[src/sfc_consts.vh]
// Purpose: constants for the serial flash command and status logic
// Assumes: 40 MHz core clock, serial clock sampled as an ordinary input
// Notes:   opcodes, status bit positions, reset values and busy times
// How it works
// - 20h small wipe, D8h large wipe, 02h page write; three address bytes, msb first
// - whole array wipe decodes from 60h or C7h, with no address bytes
// - 38h quad page write, ADh auto increment write, both carry an address
// - B9h sleeps, ABh wakes; with three dummy bytes it returns a signature byte
// - 90h, EFh, DFh id pair reads on one, two, four lines after three bytes
// - id pair address 00h gives maker code first, 01h device code first
// - dual transfers count address in 2-bit units, msb of a pair on io_line1
// - 06h sets the write latch, 04h clears it, each a lone opcode frame
// - latch clears at reset and when clear, status write, program or wipe ends, except in auto increment mode
// - id read returns 24 bits: maker, memory type, device; may stop anytime
// - id read is not decoded while busy; running work is untouched
// - status read is always accepted and repeats the status byte while selected
// - busy flag is 1 while program, erase or status write runs, else 0
// - with latch at 0, program, erase and status write are refused
// - program or erase to a protected region is ignored, latch unchanged
// - protect level blocks program and wipe; whole wipe only when level is 0
// - quad enable defaults to 0; 1 lets 38h and DFh use four data lines, protect pin still honoured
// - status lock 1 with protect pin low rejects status write
// - opcode 06h is latch set, 04h is latch clear
// - write class commands run only if select rises on a byte boundary, or for ABh once its signature output has begun
// - status bit 1 is the latch, bit 0 busy; status write keeps both
`ifndef SFC_CONSTS_VH
`define SFC_CONSTS_VH
`define SFC_OP_LSET    8'h06
`define SFC_OP_LCLR    8'h04
`define SFC_OP_IDRD    8'h9F
`define SFC_OP_SRD     8'h05
`define SFC_OP_SWR     8'h01
`define SFC_OP_QPW     8'h38
`define SFC_OP_SWIPE   8'h20
`define SFC_OP_LWIPE   8'hD8
`define SFC_OP_AWIPE1  8'h60
`define SFC_OP_AWIPE2  8'hC7
`define SFC_OP_PW      8'h02
`define SFC_OP_AIW     8'hAD
`define SFC_OP_SLEEP   8'hB9
`define SFC_OP_WAKE    8'hAB
`define SFC_OP_IDP1    8'h90
`define SFC_OP_IDP2    8'hEF
`define SFC_OP_IDP4    8'hDF
`define SFC_OP_OTPIN   8'hB1
`define SFC_OP_OTPOUT  8'hC1
`define SFC_OP_SECRD   8'h2B
`define SFC_OP_SECWR   8'h2F
`define SFC_OP_RBON    8'h70
`define SFC_OP_RBOFF   8'h80
`define SFC_ST_BUSY    0
`define SFC_ST_LATCH   1
`define SFC_ST_PL_LO   2
`define SFC_ST_QE      6
`define SFC_ST_LOCK    7
`define SFC_SEC_LOCK   1
`define SFC_NV_RESET   6'h00
`define SFC_CLK_NS     25
`define SFC_BUSY_US    10
`define SFC_BUSY_CYC   16'h0190
`endif

[src/sfc_cmd_status.v]
// Purpose: command decoder, write latch and status register of a serial flash
// Assumes: serial clock, select and data pins sampled by i_clk through three flops
// Notes:   array datapaths are outside; busy time is a stand-in parameter
`timescale 1ns/1ps
`default_nettype none
`include "sfc_consts.vh"

module sfc_cmd_status #(
  parameter [15:0] BUSY_CYCLES = `SFC_BUSY_CYC,
  parameter [7:0]  MAKER_CODE  = 8'h5A,
  parameter [7:0]  MEM_TYPE    = 8'h3C,
  parameter [7:0]  DEV_CODE    = 8'h17,
  parameter [7:0]  SIG_CODE    = 8'h16
) (
  // clock and reset
  input  wire        i_clk,
  input  wire        i_arst_n,
  // serial pins
  input  wire        i_cs_n,
  input  wire        i_sclk,
  input  wire [3:0]  i_io,
  input  wire        i_protect_pin_n,
  output reg  [3:0]  o_io,
  output reg  [3:0]  o_io_oe,
  // array side
  output reg  [23:0] o_addr,
  output reg  [7:0]  o_op,
  output reg         o_op_start,
  output reg         o_sleep,
  output reg         o_otp_mode,
  output reg  [7:0]  o_status
);

  // ---------------------------------------------------------------
  // reset release and pin sampling
  // ---------------------------------------------------------------
  reg  [1:0] rst_sync;
  wire       rst_n = rst_sync[1];
  always @(posedge i_clk or negedge i_arst_n) begin
    if (!i_arst_n) rst_sync <= 2'h0;
    else rst_sync <= {rst_sync[0], 1'b1};
  end

  reg [6:0] s1, s2, s3;
  reg [6:0] pin;
  always @(posedge i_clk or negedge rst_n) begin
    if (!rst_n) begin
      s1  <= 7'h41;
      s2  <= 7'h41;
      s3  <= 7'h41;
      pin <= 7'h41;
    end else begin
      s1 <= {i_protect_pin_n, i_io, i_sclk, i_cs_n};
      s2 <= s1;
      s3 <= s2;
      pin <= (pin & (s2 ^ s3)) | (s2 & ~(s2 ^ s3));
    end
  end
  wire       cs_n   = pin[0];
  wire       sclk   = pin[1];
  wire [3:0] din    = pin[5:2];
  wire       wp_n   = pin[6];
  reg        sclk_d;
  reg        cs_d;
  wire       rise   = sclk & ~sclk_d & ~cs_n;
  wire       fall   = ~sclk & sclk_d & ~cs_n;
  wire       cs_up  = cs_n & ~cs_d;

  // ---------------------------------------------------------------
  // status and mode state
  // ---------------------------------------------------------------
  reg        latch;
  reg        busy;
  reg [3:0]  plevel;
  reg        quad_on;
  reg        slock;
  reg        sec_lock;
  reg        rb_on;
  reg        aiw_mode;
  reg [15:0] busy_cnt;
  wire [7:0] status = {slock, quad_on, plevel, latch, busy};

  // ---------------------------------------------------------------
  // frame shifting
  // ---------------------------------------------------------------
  reg [7:0]  shreg;
  reg [2:0]  bitc;
  reg [3:0]  bytec;
  reg [7:0]  op;
  reg [23:0] addr;
  reg [7:0]  data1;
  reg [7:0]  idsel;
  reg [1:0]  width;
  reg [23:0] oshift;
  reg        oact;
  reg        ignore;

  // bits per serial edge for each opcode after the first byte
  function [1:0] lane_width;
    input [7:0] c;
    begin
      case (c)
        `SFC_OP_IDP2: lane_width = 2'h1;
        `SFC_OP_IDP4, `SFC_OP_QPW: lane_width = 2'h2;
        default: lane_width = 2'h0;
      endcase
    end
  endfunction

  // write class: must end on a byte boundary, except ABh once its signature output has begun
  function is_write_class;
    input [7:0] c;
    begin
      case (c)
        `SFC_OP_LSET, `SFC_OP_LCLR, `SFC_OP_SWR, `SFC_OP_SWIPE, `SFC_OP_LWIPE,
        `SFC_OP_AWIPE1, `SFC_OP_AWIPE2, `SFC_OP_PW, `SFC_OP_QPW, `SFC_OP_AIW,
        `SFC_OP_SLEEP, `SFC_OP_WAKE, `SFC_OP_OTPIN, `SFC_OP_OTPOUT,
        `SFC_OP_SECWR: is_write_class = 1'b1;
        default: is_write_class = 1'b0;
      endcase
    end
  endfunction

  // simple protected range: top 2^(level-1) of 64 blocks, none at level 0, all 64 from level 7 up
  function prot_hit;
    input [3:0]  lvl;
    input [23:0] a;
    reg   [6:0]  blocks;
    begin
      blocks = (lvl == 4'h0) ? 7'h00 : ((lvl > 4'h7) ? 7'h40 : (7'h01 << (lvl - 4'h1)));
      prot_hit = ({1'b0, a[21:16]} >= (7'h40 - blocks));
    end
  endfunction

  wire [3:0] sin_bits = (width == 2'h2) ? din :
                        (width == 2'h1) ? {2'h0, din[1:0]} : {3'h0, din[0]};
  wire       byte_end = (width == 2'h2) ? (bitc == 3'h4) :
                        (width == 2'h1) ? (bitc == 3'h6) : (bitc == 3'h7);
  wire [7:0] next_shreg = (width == 2'h2) ? {shreg[3:0], sin_bits} :
                          (width == 2'h1) ? {shreg[5:0], din[1], din[0]} :
                                            {shreg[6:0], din[0]};
  wire [2:0] step = (width == 2'h2) ? 3'h4 : ((width == 2'h1) ? 3'h2 : 3'h1);

  always @(posedge i_clk or negedge rst_n) begin
    if (!rst_n) begin
      sclk_d <= 1'b0;
      cs_d <= 1'b1;
      shreg <= 8'h00;
      bitc <= 3'h0;
      bytec <= 4'h0;
      op <= 8'h00;
      addr <= 24'h000000;
      data1 <= 8'h00;
      idsel <= 8'h00;
      width <= 2'h0;
      oshift <= 24'h000000;
      oact <= 1'b0;
      ignore <= 1'b0;
      latch <= 1'b0;
      busy <= 1'b0;
      busy_cnt <= 16'h0000;
      plevel <= 4'h0;
      quad_on <= 1'b0;
      slock <= 1'b0;
      sec_lock <= 1'b0;
      rb_on <= 1'b0;
      aiw_mode <= 1'b0;
      o_io <= 4'h0;
      o_io_oe <= 4'h0;
      o_addr <= 24'h000000;
      o_op <= 8'h00;
      o_op_start <= 1'b0;
      o_sleep <= 1'b0;
      o_otp_mode <= 1'b0;
      o_status <= 8'h00;
    end else begin
      sclk_d <= sclk;
      cs_d <= cs_n;
      o_op_start <= 1'b0;
      o_status <= status;
      if (busy) begin
        if (busy_cnt == 16'h0001) begin
          busy <= 1'b0;
          if (!aiw_mode) latch <= 1'b0;
        end
        busy_cnt <= busy_cnt - 16'h0001;
      end
      if (cs_n) begin
        bitc <= 3'h0;
        bytec <= 4'h0;
        width <= 2'h0;
        oact <= 1'b0;
        ignore <= 1'b0;
        o_io_oe <= 4'h0;
        if (aiw_mode && rb_on) begin
          o_io_oe <= 4'h2;
          o_io <= {2'h0, ~busy, 1'b0};
        end
      end
      if (rise && !ignore && !oact) begin
        shreg <= next_shreg;
        bitc <= bitc + step;
        if (byte_end) begin
          bitc <= 3'h0;
          if (bytec != 4'hF) bytec <= bytec + 4'h1;
          if (bytec == 4'h0) begin
            op <= next_shreg;
            width <= lane_width(next_shreg);
            if (next_shreg == `SFC_OP_IDRD) begin
              if (busy) ignore <= 1'b1;
              else begin
                oact <= 1'b1;
                oshift <= {MAKER_CODE, MEM_TYPE, DEV_CODE};
              end
            end
            if (next_shreg == `SFC_OP_SRD) begin
              oact <= 1'b1;
              oshift <= {status, status, status};
            end
            if (next_shreg == `SFC_OP_SECRD) begin
              oact <= 1'b1;
              oshift <= {6'h00, sec_lock, o_otp_mode, 16'h0000};
            end
          end else if (bytec <= 4'h3) begin
            addr <= {addr[15:0], next_shreg};
            if (bytec == 4'h1) data1 <= next_shreg;
            if (bytec == 4'h3 && op == `SFC_OP_WAKE) begin
              oact <= 1'b1;
              oshift <= {SIG_CODE, SIG_CODE, SIG_CODE};
            end
            // id pair after two dummies and address
            if (bytec == 4'h3 && (op == `SFC_OP_IDP1 || op == `SFC_OP_IDP2 ||
                op == `SFC_OP_IDP4)) begin
              oact <= 1'b1;
              idsel <= next_shreg;
              oshift <= next_shreg[0] ? {DEV_CODE, MAKER_CODE, DEV_CODE} :
                                        {MAKER_CODE, DEV_CODE, MAKER_CODE};
            end
          end
        end
      end
      // output shifting on falling serial edge
      if (fall && oact) begin
        if (width == 2'h0 || op == `SFC_OP_SRD || op == `SFC_OP_IDRD) begin
          o_io_oe <= 4'h2;
          o_io <= {2'h0, oshift[23], 1'b0};
          oshift <= {oshift[22:0], (op == `SFC_OP_SRD) ? oshift[23] : 1'b0};
        end else if (width == 2'h1) begin
          o_io_oe <= 4'h3;
          o_io <= {2'h0, oshift[23:22]};
          oshift <= {oshift[21:0], 2'h0};
        end else begin
          o_io_oe <= 4'hF;
          o_io <= oshift[23:20];
          oshift <= {oshift[19:0], 4'h0};
        end
        if (op == `SFC_OP_SRD && bitc == 3'h7) oshift <= {status, status, status};
        bitc <= bitc + 3'h1;
      end
      // ---------------------------------------------------------------
      // execution at select rise
      // ---------------------------------------------------------------
      // only on byte boundary, or once output has begun
      if (cs_up && !ignore && (bitc == 3'h0 || oact) &&
          is_write_class(op) && bytec != 4'h0) begin
        case (op)
          `SFC_OP_LSET: if (bytec == 4'h1) latch <= 1'b1;
          `SFC_OP_LCLR: if (bytec == 4'h1) latch <= 1'b0;
          `SFC_OP_SWR: begin
            if (latch && !busy && bytec == 4'h2 && !(slock && !wp_n)) begin
              slock <= data1[`SFC_ST_LOCK];
              quad_on <= data1[`SFC_ST_QE];
              plevel <= data1[5:2];
              busy <= 1'b1;
              busy_cnt <= BUSY_CYCLES;
            end
          end
          `SFC_OP_AWIPE1, `SFC_OP_AWIPE2: begin
            if (latch && !busy && bytec == 4'h1 && plevel == 4'h0) begin
              o_op <= op;
              o_op_start <= 1'b1;
              busy <= 1'b1;
              busy_cnt <= BUSY_CYCLES;
            end
          end
          `SFC_OP_SWIPE, `SFC_OP_LWIPE, `SFC_OP_PW, `SFC_OP_QPW, `SFC_OP_AIW: begin
            if (latch && !busy && bytec >= 4'h4 && !prot_hit(plevel, addr)) begin
              o_op <= op;
              o_addr <= addr;
              o_op_start <= 1'b1;
              busy <= 1'b1;
              busy_cnt <= BUSY_CYCLES;
              if (op == `SFC_OP_AIW) aiw_mode <= 1'b1;
            end
          end
          `SFC_OP_SLEEP: if (bytec == 4'h1) o_sleep <= 1'b1;
          `SFC_OP_WAKE: o_sleep <= 1'b0;
          `SFC_OP_OTPIN: if (bytec == 4'h1) o_otp_mode <= 1'b1;
          `SFC_OP_OTPOUT: if (bytec == 4'h1) o_otp_mode <= 1'b0;
          `SFC_OP_SECWR: if (bytec == 4'h1 && !busy) sec_lock <= 1'b1;
          default: ;
        endcase
      end
      if (cs_up && bitc == 3'h0 && bytec == 4'h1) begin
        if (op == `SFC_OP_RBON) rb_on <= 1'b1;
        if (op == `SFC_OP_RBOFF) rb_on <= 1'b0;
        // auto increment ends on latch clear
        if (op == `SFC_OP_LCLR && aiw_mode) aiw_mode <= 1'b0;
      end
      if (!quad_on && width == 2'h2) width <= 2'h0;
    end
  end

endmodule
`default_nettype wire

[config.mk]
export PLATFORM = sky130hd
export DESIGN_NAME = sfc_cmd_status
export DESIGN_NICKNAME = d
export VERILOG_FILES = /design/src/sfc_cmd_status.v
export VERILOG_INCLUDE_DIRS = /design/src
export SDC_FILE = /design/constraint.sdc
export NUM_CORES = 1
export LEC_CHECK = 0
export ABC_AREA = 1
export BUFFER_PORTS_ARGS = -buffer_cell sky130_fd_sc_hd__buf_2
export CAP_MARGIN = 20
export CORE_MARGIN = 2
export CORE_UTILIZATION = 55
export DETAILED_ROUTE_END_ITERATION = 8
export PLACE_DENSITY = 0.88
export RECOVER_POWER = 100
export SLEW_MARGIN = 20
export SYNTH_ARGS = -nofsm -noshare
export SYNTH_HDL_FRONTEND = slang
export SYNTH_SLANG_ARGS = --single-unit
[constraint.sdc]
create_clock -name i_clk -period 5.6 [get_ports i_clk]
set_clock_uncertainty 0.15 [all_clocks]
set_input_delay 0.84 -clock i_clk [delete_from_list [all_inputs] [get_ports i_clk]]
set_output_delay 0.84 -clock i_clk [all_outputs]
set_load 0.03 [all_outputs]
==> impl_metrics.csv <==
group,metric,value,unit
finish,antenna_cells,0,
sta,slew_headroom,-95.32,%
sta,hold_viol_final,0,
global_route,grt_pass1_vias,7960,
setup_path,criticalPathCategory,"reg -> reg",
clocking,cts_tree,"done",
power,cellPowerDensity,274.6,nW/um^2
floorplan,die_w,137.8,um
drt,drt_iter0_markers,923,
global_route,grt_use_met2,43.86,%
power,power_leakage,5.291,nW
sta,max_freq,0.2425,GHz
clocking,path_clk_slew,80,ps
drt,wl_per_cell,15.64,um
synthesis,ys_seq_area_share,48.14,%
setup_path,crit_chain,"inv_1, ha_1, buf_4, nor2_1, nand2_1, o211ai_1, nand2_1, nor2_1, clkbuf_1, clkinv_1, nand2_1, nor2_1, nor2_8, o21ai_0, nand2_1",
clocking,clk_path_buf_depth,2,
power,p_sw_share,28.70,%
sta,grt_setup_unrepaired,"no",
setup_path,critPathBufInv,4,
place,dp_slack,2008,ps
clocking,root_buffer,"clkbuf_16",
clocking,postCtsSetupRepairBufs,0,
global_route,top_usage_layer,"met2",
global_route,use_met3,4.783,%
clocking,clkSinkCount,189,
drt,dr.pass1.iters,6,
drt,finalWirelength,24140,um
run,cap_violations,2,
synthesis,synthFlopType,"dfrtp_1",
clocking,clock_latency,450,ps
place,io_buffers,59,
floorplan,die_area,18990,um^2
setup_path,cp.required,5830,ps
sta,tns,0,ps
finish,fill_cells,1516,
drt,drc_errors,0,
global_route,antenna_found_initial,0,
finish,drive_above_1_share,5.918,%
sta,layout_setup_ws,1476,ps
power,seqPwrFrac,49.1,%
finish,fin_cells,1543,
setup_path,crit_path_max_incr_delay,660,ps
clocking,h-tree-depth,4,
power,p_clk_share,42.1,%
synthesis,synthArstFlopShare,100.0,%
floorplan,initial_core_util,56.54,%
synthesis,synth_area_per_cell,7.778,um^2
finish,multi_input_area,4258,um^2
finish,area_growth_syn_to_layout,8.717,%
synthesis,yosys-top-cells-count,"nand2_1, dfrtp_1, inv_1",
run_status,violations,"max-capacitance violations, max-slew violations",
power,combinationalPowerShare,8.8,%
power,p_sw,843.7,uW
floorplan,die_y,137.8,um
setup_path,r2r_start,"width[1]",
synthesis,netlist_area,9847,um^2
synthesis,synth.area.top_cells,"dfrtp_1, nand2_1, o21ai_0",
place,dp_cells,1511,
clocking,cts_hold_buf,0,
power,vdd_drop_max,245.5,uV
global_route,overflow,0,
finish,nets,1336,
drt,num_vias,8641,
setup_path,crit_fanout,47,
sta,maxSlewViolCount,75,
clocking,cts_buffers,17,
setup_path,rr_endpoint,"oshift[13]",
floorplan,io_pins,60,
setup_path,r2r_slack,1480,ps
global_route,grt.met1_usage,36.08,%
worst_hold_path,min_path_type,"in -> async",
power,p_int,2.096,mW
global_route,grt_pass1_wl,39430,um
synthesis,synthCells,1266,
synthesis,synth_cell_types,48,
place,dpl_cell_area,10220,um^2
sta,min_period_over_period,73.65,%
synthesis,ys_seq_elements,189,
sta,period_minus_slack,4124,ps
place,gp_congestion,0.9370,
floorplan,rows,48,
setup_path,critPathTopFamily,"simple AND/OR/NAND/NOR gates",
drt,ant_nets,0,
sta,tightestPinTransition,2930,ps
global_route,grt_max_degree,114,
setup_path,cp.arrival,4360,ps
synthesis,yosysMostFrequentCell,"nand2_1",
synthesis,synth_edf_count,0,
drt,via_per_inst,5.600,
place,hpwl,16710,um
finish,regArea,4741,um^2
run_status,outcome,"finished with violations",
finish,final_util,61.47,%
setup_path,cp-start-kind,"flip-flop",
synthesis,yosysWarnings,0,
synthesis,synth_top_area_share,45.74,%
setup_path,rr_worst_depth,15,
setup_path,path_common_cell,"nand2_1",
global_route,grt_usage,26.72,%
synthesis,yosysTopAreaCell,"dfrtp_1",
power,total_power,2.940,mW
sta,finalSetupViolCount,0,
floorplan,core,17420,um^2
clocking,cts_resized,0,
setup_path,critPathSlowestCell,"clkbuf_1",
sta,holdWs,21.04,ps
finish,final_area,10710,um^2
setup_path,worstSetupEndpointType,"flip-flop",
synthesis,syn-num-nets,1297,
## cells by family (layout without fill, tap and decap cells)
| kind of cell | Yosys count | in the layout | synth area share, % |
|---|---|---|---|
| AND/OR/NAND/NOR | 678 | 678 | 29.45 |
| XOR/XNOR | 18 | 18 | 1.601 |
| other | 1 | 1 | 0.03808 |
| flip-flops | 189 | 189 | 48.14 |
| multiplexers | 1 | 1 | 0.1017 |
| AO/OA/AOI/OAI | 163 | 163 | 8.958 |
| adder cells (fa/ha/maj) | 29 | 29 | 3.583 |
| buffers and inverters | 187 | 239 | 8.119 |
## final cells by class
| class | instances | share of cell area, % |
|---|---|---|
| clock buffer | 19 | 4.231 |
| clock inverter | 13 | 1.484 |
| inverter | 143 | 5.049 |
| multi-input combinational | 890 | 39.77 |
| sequential | 189 | 44.28 |
| tap | 225 | 2.630 |
| timing repair buffer | 64 | 2.548 |
## cells in the final DEF (no fill, tap or decap), types with 2 or more instances in the layout
master     synthesis  layout
maj3_1             7       7
clkbuf_1          11      54
clkinv_8           0       5
or2_2              6       6
inv_6              0       5
o211ai_1           4       5
nor3_1            11      11
nand3b_1           3       3
dfrtp_1          180     180
clkbuf_16          0      17
clkbuf_8           0       2
nand3_2            5       5
a21oi_1           18      18
ha_1              21      21
inv_2              7       5
o21ai_1           24       2
nor2_1            81      87
nor2_4             3       2
nor4_1             4       4
xor2_1            13      13
xnor2_1            5       5
clkinv_1           1       2
nand3_1           95      95
o21ai_0          100     127
buf_2             19       7
dfstp_1            0       3
buf_4              6       2
nand2_1          423     425
inv_1            133     134
o31ai_1            2       2
inv_8              0       3
dfstp_2            9       6
nand4_1           29      29
nor2_2            12       7
a31oi_1            2       2
## power groups by stage
stage               logic [mW]  registers, mW  clock network (mW)
floorplan                0.175           1.46                   0
global placement         0.246           1.47                   0
detailed placement       0.256           1.47                   0
CTS                      0.259           1.44                1.25
global route             0.290           1.45                1.31
finish                   0.260           1.44                1.24
## worst max-delay path by stage
stage                                       to         from  slack (ps)  depth (start not counted)
finish                              oshift[13]     width[1]        1480                         15
global route                        o_addr[10]    plevel[3]        1060                         16
CTS                                 o_addr[10]    plevel[2]        1960                         16
detailed placement                  o_addr[10]    plevel[2]        2010                         15
global placement                     o_addr[6]    plevel[2]        2190                         16
floorplan           asynchronous set/reset pin  rst_sync[1]        2340                          0
## sequential cells by signal, summed over array words and instances (netlist names), 8 cells and up, named ones only
| register | flops |
|---|---|
| o_status | 8 |
| busy_cnt | 16 |
| o_addr | 24 |
| oshift | 24 |
| addr | 24 |
| op | 8 |
| o_op | 8 |
## routing by layer
layer	wire (um)	vias up
li1	-	4121
met1	10190	4056
met2	11620	406
met3	1817	58
met4	507	0
met5	0	-
Power figures use the tool's default switching activity.
